## src/design/capture_timer_pkg.sv

```systemverilog
package capture_timer_pkg;

  // Register offsets of blocks 0 to 7 (CPU byte bus, bank 1)
  localparam logic [7:0] BLOCK0_INPUT_SELECT_OFS    = 8'h21;
  localparam logic [7:0] BLOCK1_INPUT_SELECT_OFS    = 8'h25;
  localparam logic [7:0] BLOCK2_INPUT_SELECT_OFS    = 8'h29;
  localparam logic [7:0] BLOCK3_INPUT_SELECT_OFS    = 8'h2D;
  localparam logic [7:0] BLOCK4_INPUT_SELECT_OFS    = 8'h31;
  localparam logic [7:0] BLOCK5_FUNCTION_SELECT_OFS = 8'h34;
  localparam logic [7:0] BLOCK5_INPUT_SELECT_OFS    = 8'h35;
  localparam logic [7:0] BLOCK6_FUNCTION_SELECT_OFS = 8'h38;
  localparam logic [7:0] BLOCK7_FUNCTION_SELECT_OFS = 8'h3C;

  // Bank 0 data/control registers of this block
  localparam logic [7:0] COUNT_OFS   = 8'h00;
  localparam logic [7:0] PERIOD_OFS  = 8'h01;
  localparam logic [7:0] CAPTURE_OFS = 8'h02;
  localparam logic [7:0] CONTROL_OFS = 8'h03;
  localparam logic [7:0] FUNC_OFS    = 8'h04;
  localparam logic [7:0] INSEL_OFS   = 8'h05;

  localparam logic [7:0] INSEL_RESET = 8'h00;
  localparam logic [7:0] FUNC_RESET  = 8'h00;
  localparam logic [7:0] BYTE_ZERO   = 8'h00;

  localparam int CLK_SEL_LSB  = 0;
  localparam int CLK_SEL_MSB  = 3;
  localparam int DATA_SEL_LSB = 4;
  localparam int DATA_SEL_MSB = 7;
  localparam int ENABLE_BIT   = 0;
  localparam int MODE_IRQ_BIT = 0;
  localparam int MODE_CMP_BIT = 1;

  localparam logic [3:0] CLK_PREV_BLOCK = 4'h3;
  localparam logic [3:0] CLK_FAST       = 4'h4;
  localparam logic [3:0] CLK_DIV_ONE    = 4'h5;
  localparam logic [3:0] CLK_DIV_TWO    = 4'h6;
  localparam logic [3:0] CLK_SLOW       = 4'h7;

  localparam int NUM_SOURCES = 16;

endpackage

```

## src/design/capture_timer_block.sv

```systemverilog
`timescale 1ns/10ps
// How it works
// - Input select low nibble picks source clock, high nibble picks capture input.
// - Period register holds divide value; count register holds down counter state.
// - Period write while disabled also loads the counter.
// - Counter reloads from period on the source tick after reaching zero.
// - Each capture copies the count into the capture register.
// - CPU read of count register returns zero and triggers software capture.
// - Counter decrements once per selected source clock rising edge when enabled.
// - Hardware capture rising edge is synchronised to system clock before transfer.
// - Hardware and software capture requests are ORed; firmware holds input low.
// - Terminal count output goes high the cycle after the chained count is zero, while it stays zero.
// - Compare output high when count below capture value; mode bit allows equal.
// - Interrupt on rising edge of terminal count or compare, by low mode bit.
// - Capture register doubles as compare value when capture is unused.
// - Chained capture moves all bytes together; low count byte read triggers it.
// - Blocks chain in 8-bit steps into one wider down counter.
// - Control enable bit; clearing it gates the selected source clock tick to the counter.
// - Disabled block drives terminal count, compare and interrupt low; chain outputs stay live.
// - Disabling keeps the count; capture off, so bytes read count then capture.
module capture_timer_block
  import capture_timer_pkg::*;
(
  input  wire logic                   core_clk_i,
  input  wire logic                   rstn_i,
  input  wire logic [7:0]             addr_i,
  input  wire logic [7:0]             wdata_i,
  input  wire logic                   wr_i,
  input  wire logic                   rd_i,
  output logic      [7:0]             rdata_o,
  input  wire logic [NUM_SOURCES-1:0] clk_src_i,
  input  wire logic [NUM_SOURCES-1:0] data_src_i,
  input  wire logic                   fast_system_clock_i,
  input  wire logic                   divided_clock_one_i,
  input  wire logic                   divided_clock_two_i,
  input  wire logic                   slow_system_clock_i,
  input  wire logic                   prev_primary_i,
  input  wire logic                   chain_in_zero_i,
  input  wire logic                   chain_capture_i,
  output logic                        chain_out_zero_o,
  output logic                        chain_capture_o,
  output logic                        terminal_count_o,
  output logic                        compare_o,
  output logic                        irq_o
);

  ////////////////////////////////////////////////////////////////////////////
  // Registers
  logic [7:0] count_reg;
  logic [7:0] period_reg;
  logic [7:0] capture_reg;
  logic [7:0] control_reg;
  logic [7:0] func_reg;
  logic [7:0] insel_reg;
  logic [7:0] rdata_reg;
  logic [7:0] rdata_next;

  logic enabled;
  assign enabled = control_reg[ENABLE_BIT];

  ////////////////////////////////////////////////////////////////////////////
  // Source selection
  logic [3:0] clk_sel;
  logic [3:0] data_sel;
  assign clk_sel  = insel_reg[CLK_SEL_MSB:CLK_SEL_LSB];
  assign data_sel = insel_reg[DATA_SEL_MSB:DATA_SEL_LSB];

  logic clk_pick;
  always_comb
  begin
    case (clk_sel)
      CLK_PREV_BLOCK: clk_pick = prev_primary_i;
      CLK_FAST:       clk_pick = fast_system_clock_i;
      CLK_DIV_ONE:    clk_pick = divided_clock_one_i;
      CLK_DIV_TWO:    clk_pick = divided_clock_two_i;
      CLK_SLOW:       clk_pick = slow_system_clock_i;
      default:        clk_pick = clk_src_i[clk_sel];
    endcase
  end

  logic cap_pick;
  assign cap_pick = data_src_i[data_sel];

  ////////////////////////////////////////////////////////////////////////////
  // Three-stage synchronisers; edge taken once stages two and three agree
  logic [2:0] clk_sync_reg;
  logic [2:0] cap_sync_reg;
  logic       clk_state_reg;
  logic       cap_state_reg;

  always_ff @(posedge core_clk_i)
  begin
    if (!rstn_i)
    begin
      clk_sync_reg <= 3'h0;
      cap_sync_reg <= 3'h0;
    end
    else
    begin
      clk_sync_reg <= {clk_sync_reg[1:0], clk_pick};
      cap_sync_reg <= {cap_sync_reg[1:0], cap_pick};
    end
  end

  logic clk_agree;
  logic cap_agree;
  assign clk_agree = (clk_sync_reg[1] == clk_sync_reg[2]);
  assign cap_agree = (cap_sync_reg[1] == cap_sync_reg[2]);

  always_ff @(posedge core_clk_i)
  begin
    if (!rstn_i)
    begin
      clk_state_reg <= 1'b0;
      cap_state_reg <= 1'b0;
    end
    else
    begin
      if (clk_agree)
      begin
        clk_state_reg <= clk_sync_reg[2];
      end
      if (cap_agree)
      begin
        cap_state_reg <= cap_sync_reg[2];
      end
    end
  end

  // A rise counts only once stages two and three agree on the new level
  function automatic logic rise_seen(input logic [2:0] sync, input logic state);
    return (sync[1] == sync[2]) && sync[2] && !state;
  endfunction

  logic src_tick;
  logic hw_cap;
  // Gating the tick with enable stands in for stopping the block clock
  assign src_tick = enabled && rise_seen(clk_sync_reg, clk_state_reg);
  assign hw_cap   = rise_seen(cap_sync_reg, cap_state_reg);

  ////////////////////////////////////////////////////////////////////////////
  // CPU access decode
  // One strobe qualified by one register offset
  function automatic logic reg_hit(input logic strobe, input logic [7:0] addr, input logic [7:0] ofs);
    return strobe && (addr == ofs);
  endfunction

  logic wr_count;
  logic wr_period;
  logic wr_capture;
  logic wr_control;
  logic wr_func;
  logic wr_insel;
  logic rd_count;
  assign wr_count   = reg_hit(wr_i, addr_i, COUNT_OFS);
  assign wr_period  = reg_hit(wr_i, addr_i, PERIOD_OFS);
  assign wr_capture = reg_hit(wr_i, addr_i, CAPTURE_OFS);
  assign wr_control = reg_hit(wr_i, addr_i, CONTROL_OFS);
  assign wr_func    = reg_hit(wr_i, addr_i, FUNC_OFS);
  assign wr_insel   = reg_hit(wr_i, addr_i, INSEL_OFS);
  assign rd_count   = reg_hit(rd_i, addr_i, COUNT_OFS);

  // Hardware capture only while enabled; disabled reads transfer by read of count
  logic sw_cap;
  logic capture_now;
  assign sw_cap      = rd_count || chain_capture_i;
  assign capture_now = sw_cap || (enabled && hw_cap);
  assign chain_capture_o = capture_now;

  ////////////////////////////////////////////////////////////////////////////
  // Down counter; chained blocks decrement only when lower bytes are zero
  logic at_zero;
  assign at_zero          = (count_reg == BYTE_ZERO);
  assign chain_out_zero_o = at_zero && chain_in_zero_i;

  always_ff @(posedge core_clk_i)
  begin
    if (!rstn_i)
    begin
      count_reg <= BYTE_ZERO;
    end
    else if (wr_period && !enabled)
    begin
      count_reg <= wdata_i;
    end
    else if (wr_count)
    begin
      count_reg <= wdata_i;
    end
    else if (src_tick && chain_in_zero_i)
    begin
      if (at_zero)
      begin
        count_reg <= period_reg;
      end
      else
      begin
        count_reg <= count_reg - 8'h01;
      end
    end
  end

  ////////////////////////////////////////////////////////////////////////////
  // Period, control, function and input select registers, one block each
  always_ff @(posedge core_clk_i)
  begin
    if (!rstn_i)
    begin
      period_reg <= BYTE_ZERO;
    end
    else if (wr_period)
    begin
      period_reg <= wdata_i;
    end
  end

  always_ff @(posedge core_clk_i)
  begin
    if (!rstn_i)
    begin
      control_reg <= BYTE_ZERO;
    end
    else if (wr_control)
    begin
      control_reg <= {7'h00, wdata_i[ENABLE_BIT]};
    end
  end

  always_ff @(posedge core_clk_i)
  begin
    if (!rstn_i)
    begin
      func_reg <= FUNC_RESET;
    end
    else if (wr_func)
    begin
      func_reg <= wdata_i;
    end
  end

  always_ff @(posedge core_clk_i)
  begin
    if (!rstn_i)
    begin
      insel_reg <= INSEL_RESET;
    end
    else if (wr_insel)
    begin
      insel_reg <= wdata_i;
    end
  end

  // Capture wins over a CPU write of the compare value in the same cycle
  always_ff @(posedge core_clk_i)
  begin
    if (!rstn_i)
    begin
      capture_reg <= BYTE_ZERO;
    end
    else if (capture_now)
    begin
      capture_reg <= count_reg;
    end
    else if (wr_capture)
    begin
      capture_reg <= wdata_i;
    end
  end

  ////////////////////////////////////////////////////////////////////////////
  // Read data: count reads as zero
  always_comb
  begin
    case (addr_i)
      COUNT_OFS:   rdata_next = BYTE_ZERO;
      PERIOD_OFS:  rdata_next = period_reg;
      CAPTURE_OFS: rdata_next = capture_reg;
      CONTROL_OFS: rdata_next = control_reg;
      FUNC_OFS:    rdata_next = func_reg;
      INSEL_OFS:   rdata_next = insel_reg;
      default:     rdata_next = BYTE_ZERO;
    endcase
  end

  always_ff @(posedge core_clk_i)
  begin
    if (!rstn_i)
    begin
      rdata_reg <= BYTE_ZERO;
    end
    else if (rd_i)
    begin
      rdata_reg <= rdata_next;
    end
  end
  assign rdata_o = rdata_reg;

  ////////////////////////////////////////////////////////////////////////////
  // Outputs and interrupt
  logic cmp_true;
  assign cmp_true = func_reg[MODE_CMP_BIT] ? (count_reg <= capture_reg)
                                           : (count_reg < capture_reg);

  logic tc_reg;
  logic cmp_reg;
  logic irq_reg;
  logic irq_src;
  logic irq_src_d_reg;

  always_ff @(posedge core_clk_i)
  begin
    if (!rstn_i)
    begin
      tc_reg  <= 1'b0;
      cmp_reg <= 1'b0;
    end
    else
    begin
      tc_reg  <= enabled && at_zero && chain_in_zero_i;
      cmp_reg <= enabled && cmp_true;
    end
  end

  assign irq_src = func_reg[MODE_IRQ_BIT] ? cmp_reg : tc_reg;

  always_ff @(posedge core_clk_i)
  begin
    if (!rstn_i)
    begin
      irq_src_d_reg <= 1'b0;
      irq_reg       <= 1'b0;
    end
    else
    begin
      irq_src_d_reg <= irq_src;
      irq_reg       <= enabled && irq_src && !irq_src_d_reg;
    end
  end

  assign terminal_count_o = tc_reg;
  assign compare_o        = cmp_reg;
  assign irq_o            = irq_reg;

endmodule

```

## config.mk

```make
export PLATFORM = sky130hd
export DESIGN_NAME = capture_timer_block
export DESIGN_NICKNAME = d
export VERILOG_FILES = /design/src/design/capture_timer_pkg.sv /design/src/design/capture_timer_block.sv
export SDC_FILE = /design/constraint.sdc
export NUM_CORES = 1
export LEC_CHECK = 0
export ABC_AREA = 1
export BUFFER_PORTS_ARGS = -buffer_cell sky130_fd_sc_hd__buf_2
export CORE_MARGIN = 3
export CORE_UTILIZATION = 55
export CTS_BUF_LIST = sky130_fd_sc_hd__clkbuf_16
export DETAILED_ROUTE_END_ITERATION = 10
export PLACE_DENSITY = 0.86
export SLEW_MARGIN = 20
export SYNTH_ARGS = -nofsm -noshare
export SYNTH_HDL_FRONTEND = slang
export SYNTH_SLANG_ARGS = --single-unit
```

## constraint.sdc

```tcl
create_clock -name core_clk_i -period 1.85 [get_ports core_clk_i]
set_input_delay 0.0925 -clock core_clk_i [delete_from_list [all_inputs] [get_ports core_clk_i]]
set_output_delay 0.0925 -clock core_clk_i [all_outputs]
set_load 0.02 [all_outputs]
```

==> out/qor.yml, run 1 <==
die:
  die_h_um: 86.4
  die_x_um: 86.4
  floorplan.initialDensity_pct: 58.3
  pin_count: 72
  die_area_um2: 7460
  rows: 28
  coreArea_um2: 6100
sta:
  finalCritPeriodShare_pct: 94.1
  drv_slew: 0
  hold_viol: 0
  finalClockSkew_ns: 0.00344
  fin_tns_setup_ns: 0
  maxSlewHeadroom_pct: 69.2
  fin_crit_ns: 1.74
  rsz0062_at_grt: "no"
  worst_pin_slew_ns: 0.460
  setup_slack_ns: 0.110
  setup_viol: 0
  max_freq_mhz: 575
routing:
  avgRoutedWirePerCell_um: 15.1
  drtPass1Iterations: 5
  wirelength_mm: 10.3
  route.detailed.drc: 0
  vias_per_cell: 5.68
  detail-route-antenna-nets: 0
  drtIter0Drc: 373
  vias: 3887
placed_design:
  dp_slack_ns: 0.278
  place_hpwl_mm: 7.48
  place_inst: 669
  routabilityCongestion: 0.916
  port_buffers: 66
  dpl-instance-area_um2: 3950
worst_setup_path:
  crit_family: "simple AND/OR/NAND/NOR gates"
  crit_required_ns: 1.76
  worstPathCellList: "inv_1 > ha_1 > nand2_1 > nor2_1 > nand2_2 > nor2_1 > buf_2"
  ff2ff_setup_slack_ns: 0.14
  worst-r2r-cell-count: 7
  worst_setup_path_end_kind: "output pin"
  path_max_fanout: 8
  rr_startpoint: "control_reg[0]"
  worst_path_max_delay_cell: "dfxtp_1"
  crit_path_max_incr_delay_ns: 0.31
  worstSetupPathType: "reg -> out"
  arrival_ns: 1.65
  worst_setup_path_start_kind: "register"
  cp_common_cell: "nor2_1"
  reg2reg_to: "count_reg[5]"
  path_buf_inv: 2
power:
  p_comb_share_pct: 6.8
  p_sw_mw: 0.734
  power.density_nw_per_um2: 774
  power_leakage_nw: 1.99
  swShare_pct: 22.3
  vdd_ir_drop_max_mv: 0.545
  internal_power_mw: 2.56
  power_frac_clock_pct: 52.7
  power_frac_seq_pct: 40.4
  power_mw: 3.30
worst_hold_path:
  whs_path_depth: 3
  min_to: "insel_reg[3]"
  hp-class: "in -> reg"
  min_from: "wdata_i[3]"
grt:
  grt_max_degree: 30
  track_usage_pct: 29.2
  overflow: 0
  grt_pass1_wl_mm: 17.1
  grt_pass1_vias: 3722
  antenna_found_initial: 0
cts:
  clk_pin_slew_ns: 0.05
  hold_buffers: 0
  cts_buffer_depth: 2
  htreeDepth: 3
  cts_sinks: 61
  cts_made_buffers: 9
  worstSkewPairLatency_ns: 0.33
  cts_tree: "built"
  cts-root-buf: "clkbuf_16"
finish:
  diodes: 0
  final_nets: 676
  synthToLayoutAreaGrowth_pct: 19.9
  stdcell_count: 684
  stdcell_area_um2: 4260
  drive_gt1_share_pct: 18.9
synthesis:
  ys_seq_area_share_pct: 34.4
  synth_top_area_share_pct: 34.4
  synth_edf_count: 0
  synth-seq-cells: 61
  ys_top_cells_by_area: "dfxtp_1 (34%), nand2_1 (12%), nor2_1 (9.0%)"
  yosysMostFrequentCell: "nand2_1"
  synth_top_flop_cell: "dfxtp_1"
  yosys.area.top_type: "dfxtp_1"
  synth.top_cells.by_count: "nand2_1 (109), nor2_1 (85), dfxtp_1 (61)"
  synth.distinct_cells: 33
  postSynth.asyncResetShare_pct: 0
  synthCells: 537
  synth_area_per_cell_um2: 6.62
  synth_area_um2: 3550
  syn_nets: 608
  yosysWarnings: 0
job:
  cap_viol_max_count: 0
run_status:
  status: "completed"
-- stage by stage --
stage / hold WS (ns) / util [%]
2_1_floorplan: 0.235 / -
3_3_place_gp: 0.382 / 64.9
3_5_place_dp: 0.396 / 64.9
4_1_cts: 0.0668 / 69.8
5_1_grt: 0.0855 / 69.9
6_report: 0.0691 / 69.9
-- per-layer routing --
layer | GRT usage, % | share of wire [%]
met5 | 0 | 0
met4 | 15.4 | 4.5
met2 | 48.7 | 47
met3 | 7.22 | 8.7
met1 | 34.6 | 40
-- cell usage in the layout (no fill, tap or decap), types with 6 or more instances in the layout --
cell type,n
nand2_1,108
nor2_1,85
buf_2,66
dfxtp_1,61
nand3_1,60
inv_1,57
a21oi_1,43
o21ai_0,34
nand4_1,12
ha_1,12
clkbuf_16,9
a211oi_1,7
buf_4,7
nand2_2,6
-- timing repair --
action                                  CTS  global route
setup buffers                             0             0
resized for setup                         0             1
endpoints found under the setup margin    0             1
-- worst register-to-register path: stages, from the launching register on --
cell	delay (ns)
dfxtp_1	0.45
nand4_1	0.43
inv_1	0.26
o21ai_0	0.14
nor2_1	0.11
nand2_1	0.07
nand3_1	0.08
nor2_1	0.06
-- layout make-up --
type	instances	area [um2]
multi-input combinational	398	2020
fill	514	1840
sequential	61	1220
timing repair buffer	73	383
inverter	62	238
clock buffer	9	225
tap	75	93.8
clock inverter	6	78.8
-- power by group through the flow --
stage | Sequential (mW) | Combinational (mW) | Clock, mW
2_1_floorplan | 1.36 | 0.116 | 0
3_3_place_gp | 1.36 | 0.214 | 0
3_5_place_dp | 1.36 | 0.220 | 0
4_1_cts | 1.33 | 0.222 | 1.74
5_1_grt | 1.33 | 0.248 | 1.81
6_report | 1.33 | 0.226 | 1.74
-- how the worst max path moves through the flow --
stage | from | end | slack (ns) | depth (start not counted)
floorplan | count_reg[0] | count_reg[7] | 0.48 | 11
CTS | count_reg[0] | chain_out_zero_o | 0.09 | 7
detailed placement | control_reg[0] | count_reg[5] | 0.28 | 7
global placement | control_reg[0] | count_reg[5] | 0.33 | 7
global route | count_reg[0] | chain_out_zero_o | 0.002 | 7
finish | count_reg[0] | chain_out_zero_o | 0.11 | 7
-- cell families (layout without fill, tap and decap cells) --
group	Yosys count	after routing	synth area share, %
simple gates	287	287	37.0
compound gates	98	98	15.3
buf+inv	78	150	8.87
flops	61	61	34.4
fa+ha+maj	12	12	4.22
xor+xnor	1	1	0.246
Note: power is estimated with default switching activity, not from simulation.
==> run 2: changes to the inputs <==
Settings changed: BUFFER_PORTS_ARGS -buffer_cell sky130_fd_sc_hd__buf_2 to not set, CORE_UTILIZATION 55 to 58, DONT_BUFFER_PORTS set to 1, PLACE_DENSITY 0.86 to 0.8.
==> run 2 against run 1 <==
Combinational power shrank 20%. First-iteration DRC count shrank 20%. Worst setup slack gained 0.036 ns. Non-clock buffer count shrank 53.
==> out/qor.yml, run 2 (synthesis gave the netlist of run 1 again) <==
die:
  die_area_um2: 7100
  die_x_um: 84.3
  floorplan.initialDensity_pct: 62.3
  rows: 27
  coreArea_um2: 5710
  die_h_um: 84.3
  pin_count: 72
power:
  power_leakage_nw: 1.78
  power.density_nw_per_um2: 838
  vdd_ir_drop_max_mv: 0.547
  power_mw: 3.44
cts:
  cts_tree: "built"
  clk_pin_slew_ns: 0.05
  cts-root-buf: "clkbuf_16"
  worstSkewPairLatency_ns: 0.33
  cts_sinks: 61
  htreeDepth: 3
  cts_buffer_depth: 2
  cts_made_buffers: 9
worst_setup_path:
  worst_setup_path_end_kind: "output pin"
  worst-r2r-cell-count: 11
  crit_required_ns: 1.76
  arrival_ns: 1.61
  worst_setup_path_start_kind: "register"
  worstSetupPathType: "reg -> out"
  path_max_fanout: 8
sta:
  fin_crit_ns: 1.70
  fin_tns_setup_ns: 0
  maxSlewHeadroom_pct: 30.6
  setup_viol: 0
  worst_pin_slew_ns: 1.04
  max_freq_mhz: 587
  rsz0062_at_grt: "no"
  hold_viol: 0
  finalCritPeriodShare_pct: 92.1
  finalClockSkew_ns: 0.00413
  drv_slew: 0
grt:
  overflow: 0
  antenna_found_initial: 0
  grt_pass1_vias: 3629
  grt_max_degree: 31
  track_usage_pct: 30.0
  grt_pass1_wl_mm: 17.2
job:
  cap_viol_max_count: 0
routing:
  wirelength_mm: 10.2
  drtPass1Iterations: 5
  avgRoutedWirePerCell_um: 16.3
  drtIter0Drc: 300
  vias_per_cell: 5.93
  vias: 3728
  detail-route-antenna-nets: 0
  route.detailed.drc: 0
placed_design:
  place_hpwl_mm: 7.23
  routabilityCongestion: 0.875
  place_inst: 601
  port_buffers: 0
finish:
  final_common_cell: "nand2_1"
  synthToLayoutAreaGrowth_pct: 15.3
  final_nets: 623
  drive_gt1_share_pct: 9.16
  layout.cells.most_common_list: "nand2_1 (109), nor2_1 (84), dfxtp_1 (61), nand3_1 (60), inv_1 (57)"
  stdcell_count: 629
  nFillCells: 472
  diodes: 0
run_status:
  status: "completed"
worst_hold_path:
  whs_path_depth: 2
  hp-class: "in -> reg"
-- run 2: changes by cell type in the layout (fill, tap and decap cells not counted) --
cell           previous run  this run
buf_4                     7         8
bufinv_16                 2         3
clkinv_2                  3         1
nor2_1                   85        84
nand2_1                 108       109
buf_2                    66         0
nor2_4                    5         7
clkinvlp_4                0         2
nor2_2                    1         0
dlygate4sd3_1             0        12
nand2_2                   6         5
-- run 2: cell type report --
| cell class | count | area (um2) | share of cell area, % |
|---|---|---|---|
| clock buffer | 9 | 225 | 5.49 |
| clock inverter | 7 | 114 | 2.78 |
| inverter | 62 | 238 | 5.80 |
| multi-input combinational | 398 | 2030 | 49.5 |
| sequential | 61 | 1220 | 29.8 |
| tap | 72 | 90.1 | 2.20 |
| timing repair buffer | 20 | 180 | 4.40 |
-- run 2: what timing repair did --
action,4_1_cts,5_1_grt
setup endpoints to repair,0,2
buffers inserted,0,0
gates resized for setup,0,3
hold endpoints to repair,49,0
hold buffers,12,0
-- run 2: per-layer routing --
metal,global-route usage [%],wire (um),vias up
met3,7.26,914,33
met5,0,0,-
met4,13.5,378,0
met2,48.1,4600,168
li1,-,-,1803
met1,38.1,4340,1724
-- run 2: critical path, cell delays in order (launching register included) --
cell and delay [ns]:
dfxtp_1 0.30, inv_1 0.13, ha_1 0.19, nand2_1 0.06
nor2_1 0.12, nand2_1 0.24, nor2_4 0.23
-- run 2: power breakdown --
group	leakage (nW)	switching [mW]	total (mW)	internal, mW
clock network	0.159	0.616	1.92	1.31
registers	0.493	0.00735	1.33	1.33
logic	1.13	0.123	0.180	0.0570
total	1.78	0.746	3.44	2.69
-- run 2: path summary, 6_finish.rpt --
check | slack (ns) | startpoint | end
hold reg to reg | 0.40 | irq_src_d_reg | irq_o
setup reg to reg | 0.24 | count_reg[0] | count_reg[7]
setup / recovery | 0.15 | count_reg[0] | chain_out_zero_o
hold / removal | 0.004 | rd_i | rdata_o[0]
-- run 2: per-stage QoR --
step | setup WS (ns) | util (%) | cell area (um2) | hold slack (ns)
global placement | 0.348 | 63.5 | 3630 | 0.194
finish | 0.145 | 71.8 | 4100 | 0.00393
CTS | 0.0368 | 71.6 | 4090 | 0.00237
global route | 0.0118 | 71.8 | 4100 | 0.0209
floorplan | 0.485 | - | 3550 | 0.235
detailed placement | 0.329 | 63.5 | 3630 | 0.199
==> run 3: changes to the inputs <==
Settings changed: CTS_BUF_LIST sky130_fd_sc_hd__clkbuf_16 to sky130_fd_sc_hd__clkbuf_4, CTS_CLUSTER_SIZE set to 14.
==> run 3 against run 2 <==
Power is 20% lower. Utilization shrank 0.72 points. Clock skew increased by 0.0016 ns. Routed wire length is 0.58% lower. Flip-flop and latch count unchanged. Combinational power increased by 9%. Hold slack better by 0.034 ns. Critical path type unchanged. Critical endpoint unchanged. Largest power group is now sequential cells.
==> out/qor.yml, run 3 (synthesis gave the netlist of run 1 again) <==
finish:
  final_nets: 634
  final_common_cell: "nand2_1"
  synthToLayoutAreaGrowth_pct: 14.1
  diodes: 0
  drive_gt1_share_pct: 9.51
  stdcell_area_um2: 4060
  layout.cells.most_common_list: "nand2_1 (108), nor2_1 (83), nand3_1 (60), dfxtp_1 (60), inv_1 (57)"
  final_util_pct: 71.1
worst_setup_path:
  worst_setup_path_end_kind: "output pin"
  worstSetupPathType: "reg -> out"
  arrival_ns: 1.66
  worst_setup_path_start_kind: "register"
  worstPathCellList: "inv_1 > ha_1 > nand2_1 > nor2_1 > nand2_2 > nor2_4"
  crit_required_ns: 1.76
  crit_path_max_incr_delay_ns: 0.32
  path_max_fanout: 8
  crit_cells: 6
  crit_family: "simple AND/OR/NAND/NOR gates"
  worst_path_max_delay_cell: "dfxtp_1"
  worst-r2r-cell-count: 8
  path_buf_inv: 1
routing:
  wirelength_mm: 10.2
  detail-route-antenna-nets: 0
  avgRoutedWirePerCell_um: 15.9
  drtPass1Iterations: 5
  vias_per_cell: 5.79
  drtIter0Drc: 303
  vias: 3706
  route.detailed.drc: 0
sta:
  drv_slew: 0
  rsz0062_at_grt: "yes"
  worst_pin_slew_ns: 1.01
  finalCritPeriodShare_pct: 94.7
  hold_viol: 0
  finalClockSkew_ns: 0.00570
  fin_tns_setup_ns: 0
  setup_viol: 0
  maxSlewHeadroom_pct: 32.4
  max_freq_mhz: 571
  fin_crit_ns: 1.75
run_status:
  status: "completed"
die:
  die_h_um: 84.3
  floorplan.initialDensity_pct: 62.3
  coreArea_um2: 5710
  pin_count: 72
  die_area_um2: 7100
  rows: 27
  die_x_um: 84.3
grt:
  use_met2_pct: 49.6
  grt_use_met3_pct: 8.24
  use_met1_pct: 37.9
  grt_pass1_vias: 3645
  busiest_layer: "met2"
  grt_pass1_wl_mm: 17.5
  antenna_found_initial: 1
  overflow: 0
  grt_max_degree: 31
  track_usage_pct: 30.5
worst_hold_path:
  hp-class: "in -> reg"
  whs_path_depth: 5
cts:
  cts-root-buf: "clkbuf_4"
  cts_tree: "built"
  worstSkewPairLatency_ns: 0.42
  clk_pin_slew_ns: 0.11
  cts_made_buffers: 9
  cts_buffer_depth: 2
  cts_setup_buffers: 0
  htreeDepth: 3
  cts_sinks: 61
power:
  power.density_nw_per_um2: 676
  power_leakage_nw: 1.74
  power_mw: 2.74
  vdd_ir_drop_max_mv: 0.479
placed_design:
  port_buffers: 0
  place_hpwl_mm: 7.23
  dpl-instance-area_um2: 3630
  routabilityCongestion: 0.875
job:
  cap_viol_max_count: 0
## run 3: cell types whose count changed in the layout (fill, tap and decap cells not counted), sizes merged
cell and change:
dlygate4sd3 +11
## run 3: routing by layer
metal | share of wire, % | up-vias
met5 | 0.13 | -
met4 | 3.4 | 2
met3 | 7.9 | 31
met2 | 46 | 156
met1 | 43 | 1695
li1 | - | 1822
## run 3: power breakdown
| part | internal (mW) | leakage (nW) | switching, mW | total, mW |
|---|---|---|---|---|
| sequential | 1.32 | 0.493 | 0.00742 | 1.33 |
| clock | 0.676 | 0.0896 | 0.538 | 1.21 |
| combinational | 0.0663 | 1.16 | 0.130 | 0.196 |
## run 3: final timing paths
check	start	endpoint	slack (ns)
worst min register to register	irq_src_d_reg	irq_o	0.40
worst min-delay path	rd_i	capture_reg[5]	0.04
worst max-delay path	count_reg[0]	chain_out_zero_o	0.1
worst max register to register	control_reg[0]	count_reg[0]	0.14
## run 3: what timing repair did
action,4_1_cts,5_1_grt
endpoints found under the setup margin,1,3
hold endpoints to repair,52,0
resized for setup,1,5
pin swaps,0,0
hold buffers,23,0
## run 3: final cells by class
| class | instances | area (um2) |
|---|---|---|
| inverter | 62 | 238 |
| timing repair buffer | 31 | 290 |
| fill | 482 | 1650 |
| sequential | 61 | 1220 |
| multi-input combinational | 398 | 2040 |
| tap | 72 | 90.1 |
| clock buffer | 9 | 67.6 |
| clock inverter | 7 | 114 |
## run 3: per-stage QoR
step / worst slack, ns / hold WS, ns / std cells
after floorplan: 0.485 / 0.235 / 537
final: 0.0973 / 0.0378 / 640
after detailed placement: 0.329 / 0.199 / 601
after global placement: 0.348 / 0.194 / 601
after global routing: -0.0335 / 0.0475 / 640
after CTS: 0.00572 / 0.00634 / 640
## run 3: worst min-delay path, stage by stage
cell,delay (ns)
a21oi_4,0.08
nand2_1,0.07
nand2_1,0.05
nor2_1,0.08
nor2_1,0.05
